## src/include/kms_pkg.sv

```systemverilog
// package: constants for keyboard matrix scan and key-press detection
package kms_pkg;
   // external data addresses of the scan ports
   localparam logic [15:0] KMS_XADDR_LOW   = 16'hffff;
   localparam logic [15:0] KMS_XADDR_HIGH  = 16'hfffe;
   // register port offsets
   localparam logic [3:0]  KMS_REG_SCAN_LO = 4'h0;
   localparam logic [3:0]  KMS_REG_SCAN_HI = 4'h1;
   localparam logic [3:0]  KMS_REG_RETURN  = 4'h2;
   localparam logic [3:0]  KMS_REG_POWER_CONTROL_REGISTER    = 4'h3;
   localparam logic [3:0]  KMS_REG_STATUS  = 4'h4;
   localparam logic [3:0]  KMS_REG_VARIANT = 4'h5;
   // power control register field positions
   localparam int          KMS_POWER_CONTROL_REGISTER_IDLE   = 0;
   localparam int          KMS_POWER_CONTROL_REGISTER_PD     = 1;
   localparam int          KMS_POWER_CONTROL_REGISTER_KBMODE = 2;
   // status register field positions
   localparam int          KMS_ST_KEY      = 0;
   localparam int          KMS_ST_KEYPIN_N = 1;
   // reset values
   localparam logic [7:0]  KMS_SCAN_RST    = 8'hff;
   localparam logic [7:0]  KMS_POWER_CONTROL_REGISTER_RST    = 8'h00;
   localparam logic        KMS_VAR_RST     = 1'b0;
   // measurement instant after a scan step, capacitive variant
   localparam int          KMS_STROBE_NS   = 3000;
   localparam int          KMS_CLK_NS      = 25;
   localparam int          KMS_STROBE_CYC  = KMS_STROBE_NS / KMS_CLK_NS;
   typedef enum logic [1:0] {
      KMS_RUN   = 2'b00,
      KMS_IDLE  = 2'b01,
      KMS_PDOWN = 2'b11
   } kms_pwr_e;
endpackage

```

## src/hw/kms_scan_detect.sv

```systemverilog
// design: keyboard matrix scan ports, return line sampling, key detect
// Functional notes
// software drives only one scan output low at any time
// software returns all scan outputs high between two active lines
// scanning rolls a single zero, one position per step
// return line comparator results readable after each scan step
// key-pressed indication on dedicated pin, readable flag and irq source
// key pin low while any key on scanned line pressed, else high
// key indication updates only after each new scan step starts (mechanical variant: key follows the return lines every cycle)
// software sets edge-select so external interrupt zero is edge triggered
// capacitive variant routes key indication internally to interrupt zero
// scan ports writable as registers and at two top data addresses
// data address ffff writes low port, fffe writes high port
// keyboard mode: external data moves give no strobes, address or data
// keyboard mode flag set selects keyboard mode, clear gives standard port
// romless system should map scan ports at the two top addresses
// rom version software should prefer register access to scan ports
// power-down stops clocks; idle gates cpu clock only
// mechanical power-down switches analog off; only reset exits
// mechanical idle: key press pulls pin low, wakes cpu if enabled
// capacitive: key indication holds until new scan value written
// capacitive: strobed result 0 if recharged, 1 if not
// key indication is or of all eight pressed return results
`timescale 1ns/10ps
module kms_scan_detect
   import kms_pkg::*;
#(
   parameter int SCAN_W    = 8,
   parameter int RET_W     = 8,
   parameter int STROBE_CY = KMS_STROBE_CYC
) (
   // clock and reset
   input  wire logic              clock_i,
   input  wire logic              rst_n_i,
   // register port
   input  wire logic [3:0]        reg_addr_i,
   input  wire logic [7:0]        reg_wdata_i,
   input  wire logic              reg_wr_i,
   input  wire logic              reg_rd_i,
   output logic      [7:0]        reg_rdata_o,
   // external data move request from the cpu
   input  wire logic [15:0]       xmove_addr_i,
   input  wire logic [7:0]        xmove_wdata_i,
   input  wire logic              xmove_wr_i,
   input  wire logic              xmove_rd_i,
   // cpu interrupt enable for external interrupt zero
   input  wire logic              irq_zero_enable_i,
   // external bus strobes and address/data (standard mode)
   output logic                   xbus_wr_strobe_o,
   output logic                   xbus_rd_strobe_o,
   output logic      [15:0]       xbus_addr_o,
   output logic      [7:0]        xbus_wdata_o,
   // matrix side
   output logic      [SCAN_W-1:0] scan_out_low_port_o,
   output logic      [SCAN_W-1:0] scan_out_high_port_o,
   input  wire logic [RET_W-1:0]  return_line_port_i,
   output logic                   key_pressed_pin_n_o,
   output logic                   external_interrupt_zero_n_o,
   // power control
   output logic                   analog_power_on_o,
   output logic                   cpu_clock_run_o,
   output logic                   osc_run_o,
   output logic                   idle_wake_o
);

   localparam int CW = $clog2(STROBE_CY + 1);

   typedef struct packed {
      logic [SCAN_W-1:0] scan_lo;
      logic [SCAN_W-1:0] scan_hi;
      logic [RET_W-1:0]  ret_s1;
      logic [RET_W-1:0]  ret_s2;
      logic [RET_W-1:0]  ret_hold;
      logic              key;
      logic              step;
      logic [CW-1:0]     cnt;
      logic [7:0]        power_control_register;
      logic              variant;
      kms_pwr_e          pwr;
      logic [7:0]        rdata;
      logic              xwr;
      logic              xrd;
      logic [15:0]       xaddr;
      logic [7:0]        xdata;
   } kms_state_s;

   kms_state_s s_r;
   kms_state_s s_nxt;

   logic kbmode;
   logic any_pressed;
   logic scan_wr;

   assign kbmode = s_r.power_control_register[KMS_POWER_CONTROL_REGISTER_KBMODE];
   // comparator low means closed key on mechanical matrix
   assign any_pressed = |(~s_r.ret_s2);

   always_comb begin
      s_nxt        = s_r;
      scan_wr      = 1'b0;
      s_nxt.ret_s1 = return_line_port_i;
      s_nxt.ret_s2 = s_r.ret_s1;
      s_nxt.step   = 1'b0;
      s_nxt.xwr    = 1'b0;
      s_nxt.xrd    = 1'b0;
      s_nxt.rdata  = 8'h00;
      // register port writes
      if (reg_wr_i) begin
         unique case (reg_addr_i)
            KMS_REG_SCAN_LO: begin
               s_nxt.scan_lo = reg_wdata_i[SCAN_W-1:0];
               scan_wr       = 1'b1;
            end
            KMS_REG_SCAN_HI: begin
               s_nxt.scan_hi = reg_wdata_i[SCAN_W-1:0];
               scan_wr       = 1'b1;
            end
            KMS_REG_POWER_CONTROL_REGISTER: begin
               s_nxt.power_control_register = reg_wdata_i;
            end
            KMS_REG_VARIANT: begin
               s_nxt.variant = reg_wdata_i[0];
            end
            default: begin
            end
         endcase
      end
      // external data moves: keyboard mode captures the top two addresses
      // a register write to the same port in the same cycle wins
      if (xmove_wr_i && kbmode) begin
         if (xmove_addr_i == KMS_XADDR_LOW
             && !(reg_wr_i && reg_addr_i == KMS_REG_SCAN_LO)) begin
            s_nxt.scan_lo = xmove_wdata_i[SCAN_W-1:0];
            scan_wr       = 1'b1;
         end else if (xmove_addr_i == KMS_XADDR_HIGH
                      && !(reg_wr_i && reg_addr_i == KMS_REG_SCAN_HI)) begin
            s_nxt.scan_hi = xmove_wdata_i[SCAN_W-1:0];
            scan_wr       = 1'b1;
         end
      end
      // no bus activity at all in keyboard mode
      if (!kbmode) begin
         s_nxt.xwr   = xmove_wr_i;
         s_nxt.xrd   = xmove_rd_i;
         s_nxt.xaddr = xmove_addr_i;
         s_nxt.xdata = xmove_wdata_i;
      end else begin
         s_nxt.xaddr = 16'h0000;
         s_nxt.xdata = 8'h00;
      end
      // a new scan value starts a step and the measurement window
      if (scan_wr) begin
         s_nxt.step = 1'b1;
         s_nxt.cnt  = CW'(STROBE_CY);
      end else if (s_r.cnt != '0) begin
         s_nxt.cnt = s_r.cnt - 1'b1;
      end
      // power modes
      unique case (s_r.pwr)
         KMS_RUN: begin
            if (s_r.power_control_register[KMS_POWER_CONTROL_REGISTER_PD]) begin
               s_nxt.pwr = KMS_PDOWN;
            end else if (s_r.power_control_register[KMS_POWER_CONTROL_REGISTER_IDLE]) begin
               s_nxt.pwr = KMS_IDLE;
            end
         end
         KMS_IDLE: begin
            // mechanical key press with irq enabled wakes the cpu
            if (!s_r.variant && s_r.key && irq_zero_enable_i) begin
               s_nxt.pwr                     = KMS_RUN;
               s_nxt.power_control_register[KMS_POWER_CONTROL_REGISTER_IDLE]     = 1'b0;
            end
         end
         KMS_PDOWN: begin
            // only reset leaves power-down
            s_nxt.pwr = KMS_PDOWN;
         end
         default: begin
            s_nxt.pwr = KMS_RUN;
         end
      endcase
      // key indication and return capture
      if (!s_r.variant) begin
         // mechanical: static level, frozen in power-down (analog off)
         if (s_r.pwr != KMS_PDOWN) begin
            s_nxt.key      = any_pressed;
            s_nxt.ret_hold = s_r.ret_s2;
         end
      end else begin
         // capacitive: strobe once at the measurement instant only
         if (s_r.cnt == CW'(1) && s_r.pwr == KMS_RUN) begin
            // 1 = not recharged = key present
            s_nxt.ret_hold = s_r.ret_s2;
            s_nxt.key      = |s_r.ret_s2;
         end else if (s_r.step) begin
            s_nxt.key = 1'b0;
         end
      end
      // register port reads, data valid next cycle
      if (reg_rd_i) begin
         unique case (reg_addr_i)
            KMS_REG_SCAN_LO: s_nxt.rdata = 8'(s_r.scan_lo);
            KMS_REG_SCAN_HI: s_nxt.rdata = 8'(s_r.scan_hi);
            KMS_REG_RETURN:  s_nxt.rdata = 8'(s_r.ret_hold);
            KMS_REG_POWER_CONTROL_REGISTER:    s_nxt.rdata = s_r.power_control_register;
            KMS_REG_STATUS: begin
               s_nxt.rdata[KMS_ST_KEY]      = s_r.key;
               s_nxt.rdata[KMS_ST_KEYPIN_N] = ~s_r.key;
            end
            KMS_REG_VARIANT: s_nxt.rdata = {7'h00, s_r.variant};
            default:         s_nxt.rdata = 8'h00;
         endcase
      end
   end

   always_ff @(posedge clock_i) begin
      if (!rst_n_i) begin
         s_r.scan_lo  <= KMS_SCAN_RST;
         s_r.scan_hi  <= KMS_SCAN_RST;
         s_r.ret_s1   <= '1;
         s_r.ret_s2   <= '1;
         s_r.ret_hold <= '1;
         s_r.key      <= 1'b0;
         s_r.step     <= 1'b0;
         s_r.cnt      <= '0;
         s_r.power_control_register     <= KMS_POWER_CONTROL_REGISTER_RST;
         s_r.variant  <= KMS_VAR_RST;
         s_r.pwr      <= KMS_RUN;
         s_r.rdata    <= 8'h00;
         s_r.xwr      <= 1'b0;
         s_r.xrd      <= 1'b0;
         s_r.xaddr    <= 16'h0000;
         s_r.xdata    <= 8'h00;
      end else begin
         s_r <= s_nxt;
      end
   end

   assign reg_rdata_o          = s_r.rdata;
   assign xbus_wr_strobe_o     = s_r.xwr;
   assign xbus_rd_strobe_o     = s_r.xrd;
   assign xbus_addr_o          = s_r.xaddr;
   assign xbus_wdata_o         = s_r.xdata;
   assign scan_out_low_port_o  = s_r.scan_lo;
   assign scan_out_high_port_o = s_r.scan_hi;
   assign key_pressed_pin_n_o  = ~s_r.key;
   // mechanical variant: pin wired externally, internal line idles high
   assign external_interrupt_zero_n_o = s_r.variant ? ~s_r.key : 1'b1;
   assign analog_power_on_o    = (s_r.pwr != KMS_PDOWN);
   assign cpu_clock_run_o      = (s_r.pwr == KMS_RUN);
   assign osc_run_o            = (s_r.pwr != KMS_PDOWN);
   assign idle_wake_o = (s_r.pwr == KMS_IDLE) && !s_r.variant
                        && s_r.key && irq_zero_enable_i;
endmodule // kms_scan_detect

```

## config.mk

```make
export PLATFORM = sky130hd
export DESIGN_NAME = kms_scan_detect
export DESIGN_NICKNAME = d
export VERILOG_FILES = /design/src/include/kms_pkg.sv /design/src/hw/kms_scan_detect.sv
export SDC_FILE = /design/constraint.sdc
export NUM_CORES = 1
export LEC_CHECK = 0
export CAP_MARGIN = 20
export CORE_ASPECT_RATIO = 0.75
export CORE_MARGIN = 3
export CORE_UTILIZATION = 60
export DETAILED_ROUTE_END_ITERATION = 8
export DONT_BUFFER_PORTS = 1
export PLACE_DENSITY_LB_ADDON = 0.05
export SLEW_MARGIN = 10
export SYNTH_ARGS = -nofsm -noshare
export SYNTH_HDL_FRONTEND = slang
export SYNTH_SLANG_ARGS = --single-unit
```

## constraint.sdc

```tcl
create_clock -name clock_i -period 3.55 [get_ports clock_i]
set_input_delay 1.065 -clock clock_i [delete_from_list [all_inputs] [get_ports clock_i]]
set_output_delay 1.065 -clock clock_i [all_outputs]
set_load 0.02 [all_outputs]
```

# Word level (Yosys, flattened, before mapping)
# Cells that the tools add are included.
# op_classes
n_addsub	1
reduce_logical	30
n_eq_ne	15
n_div	0
shifts	0
mul	0
bitwise_logic	3
magnitude_cmp	0
n_mux	32
# ops
op	count
$mux 8	6
$eq 16x16->1 const B	2
$mux 16	2
$pmux 6 s4	1
$mux 9	2
$reduce_or 8->1	2
$mux 7	2
$mux 1	13
$pmux 2 s6	1
$reduce_and 2->1	6
$logic_and 1x1->1	11
$eq 4x2->1 const B	2
$eq 4x3->1 const B	2
$mux 2	4
$not 8->8	1
$eq 7x1->1 const B	1
$reduce_bool 7->1	1
$sub 7x1->7 const B	1
$ne 3x1->1 const B	2
$pmux 2 s3	1
$reduce_or 2->1	3
$eq 4x1->1 const B	1
$logic_not 4->1	1
$ne 2x2->1 const B	2
7 further kinds	11
# totals
mem_bits_rw	0
mem_count	0
latchBits	0
ff_bits	94
rom_bits	0

# Logic depth before layout (Yosys ltp)
# depth
ltp_word	8
ltp_mapped	7
depth_no_buf	6

# Worst setup path before layout
# No wires, ideal clock.
# synth_path
path_type	input to output
start	in irq_zero_enable_i
end	out idle_wake_o
path_stages	2
t_required_ps	2485
slack_ps	1016
n_path_buf	0
t_arrival_ps	1469
cell_sequence	nand3b_1 > nor2_1
# synth_between
elab_chain_len	1
# synth_lines
item	line_no	text
start, declared	kms_scan_detect.sv:47	input wire logic irq_zero_enable_i,
$logic_and 1x1->1	kms_scan_detect.sv:253	&& s_r.key && irq_zero_enable_i;
end, declared	kms_scan_detect.sv:63	output logic idle_wake_o
# Every way passes these cells.

# Final worst setup path
# Ends and elaborated chain as after synthesis.

==> results.md <==
- Outcome: finished clean
- Synth Register Bits: 94
- Seq/Total Area, Yosys: 45.5%
- Vias in the first global route: 2506
- Antenna Nets Post-Route: 0
- Drt drc: 0
- Hpwl dp: 6190 um
- Crit share post-route: 72.1%
- Share of cells above drive strength 1: 9.60%
- Clock sink total: 94
- First-pass GRT wire length: 13400 um
- Mapped Nets: 485
- CP required: 2.48 ns
- RD Place Congestion: 0.900
- Hold Path Class: reg2reg
- Setup TNS: 0 ns
- Mapped cell area: 4140 um^2
- Slew headroom: 56.9%
- I/O Buffers: 0
- Final Max Slew Viols: 0
- CTS buffer count: 9
- Post_cts resized: 0
- # H-tree levels: 3
- Initial antenna violation count: 0
- Die Width: 102 um
- Final Hold Slack: 0.413 ns
- WS Path Type: in2out
- Post-CTS Setup Bufs: 0
- Layout Skew: 0.0109 ns
- I/O Pins: 107
- Core Region: 6510 um^2
- Worst path buffer plus inverter count: 0
- Warnings from Yosys: 0
- Max Cap Viol: 0
- Place WS: 0.889 ns
- Fin worst setup slack: 0.991 ns
- Worst skew pair latency: 0.36 ns
- Slew @ Worst Pin: 0.644 ns
- Max incr delay on CP: 0.35 ns
- Crit Path Max Fanout: 2
- Clock buffer depth: 2
- Worst EP arrival: 1.49 ns
- DR vias/cell: 5.85
- Starting DRT DRC Count: 132
- Worst path cell trace: nand3b_1 -> nor2_1
- Initial Util: 63.6%
- Largest net degree at the start of global routing: 43
- RSZ-0062 raised after global routing: no
- Commonest non-fill, non-tap cell in the layout: dfxtp_1
- Endpoints failing setup: 0
- Final nets: 427
- Clk pin slew, worst setup/hold paths: 0.09 ns
- Synthesis-to-finish area growth: -4.38%
- Hold buffer count at cts: 0
- Commonest cells after routing, fill and taps aside: 94 x dfxtp_1, 39 x nand2_1, 25 x nand2b_1, 25 x and2_1, 24 x nor2_1
- Overall Global Routing Usage: 21.7%
- Die Ht: 77.9 um
- Primary FF master, synth: dfxtp_1
- Top delay family on crit path: simple AND/OR/NAND/NOR gates
- Top achievable clock speed: 391 MHz
- CTS tree: yes
- Tmin final: 2.56 ns
- Static leakage: 1.54 nW
- Asr flop ratio synth: 0%
- Final Hold Vio Count: 0
- Clock Tree Root: clkbuf_8
- Number of synthesized flops with an enable pin: 0
- Routed wire per std cell: 18.1 um
- Crit. End Element: output port
- DIE AREA: 7940 um^2
- Largest vdd supply drop: 0.334 mV
- Mean post-synth cell area: 9.65 um^2
- Row Count: 25
- Type of origin of the critical path: primary input
- DRT Wirelength: 8270 um
- Synth unique cells: 45
- Power Density: 540 nW/um^2
- Vias: 2666
- Drt pass-1 iters: 4
- GR Overflow Total: 0
- Mapped Cells: 429
- N_diodes: 0
- CP max stage cell: nor2_1
## sequential cells by signal, summed over array words and instances, names as in the netlist
signal,cells
xbus_addr_o,16
kbmode,1
reg_rdata_o,8
scan_out_high_port_o,8
xbus_wdata_o,8
scan_out_low_port_o,8
s_nxt,8
xbus_rd_strobe_o,1
s_r,35
xbus_wr_strobe_o,1
## final timing paths
| kind | cells after the start | slack (ns) | start | endpoint |
|---|---|---|---|---|
| max | 2 | 0.99 | irq_zero_enable_i | idle_wake_o |
| min | 1 | 0.41 | s_nxt[62] | s_r[62] |
| max reg2reg | 6 | 1.57 | s_r[34] | s_r[54] |
| min reg2reg | 1 | 0.41 | s_nxt[62] | s_r[62] |
## cell type report
class / count / area, um^2
tap: 81 / 101
clock buffer: 9 / 124
sequential: 94 / 1880
timing repair buffer: 2 / 15.0
multi-input combinational: 253 / 1750
clock inverter: 6 / 46.3
inverter: 11 / 41.3
fill: 590 / 2550
## through the flow
step	total power, mW	cell area, um^2	cells	util [%]
2_1_floorplan	1.52	4140	429	-
3_3_place_gp	1.53	3790	441	58.2
3_5_place_dp	1.54	3790	441	58.2
4_1_cts	2.15	3960	456	60.8
5_1_grt	2.26	3960	456	60.8
6_report	2.14	3960	456	60.8
## where the power goes
part	total [mW]	internal, mW	switching (mW)	leakage [nW]
clock	0.624	0.255	0.369	0.0821
combinational	0.305	0.148	0.157	0.686
sequential	1.21	1.12	0.0865	0.773
## cells in the mapped netlist (7+ instances only)
cell type	count	area share [%]
buf_4	49	8.9
mux4_2	7	3.8
nand2_1	39	3.5
nand2b_1	25	3.8
clkbuf_1	10	0.91
a21oi_1	10	1.2
nor2_1	25	2.3
dfxtp_1	94	45
nor3_1	21	2.5
mux2i_1	22	5.3
and2_1	25	3.8
nor2b_1	7	1.1
inv_1	11	1.0
buf_2	10	1.2
a31oi_1	20	3.0
## routing by layer
metal | GRT usage, % | vias up | share of wire (%)
met4 | 4.85 | 0 | 1.2
met2 | 34.1 | 101 | 47
met1 | 28.9 | 1246 | 43
met3 | 7.55 | 10 | 9.1
li1 | - | 1309 | -
met5 | 0 | - | 0
## kinds of logic after synthesis
kind of cell    count (synthesis)  synth area share [%]
compound gates                 51                  9.46
xor+xnor                        1                 0.212
fa+ha+maj                       5                  1.51
buf+inv                        82                  12.4
flops                          94                  45.5
mux                            30                  9.40
simple gates                  166                  21.6
(Power assumes the default switching activity.)
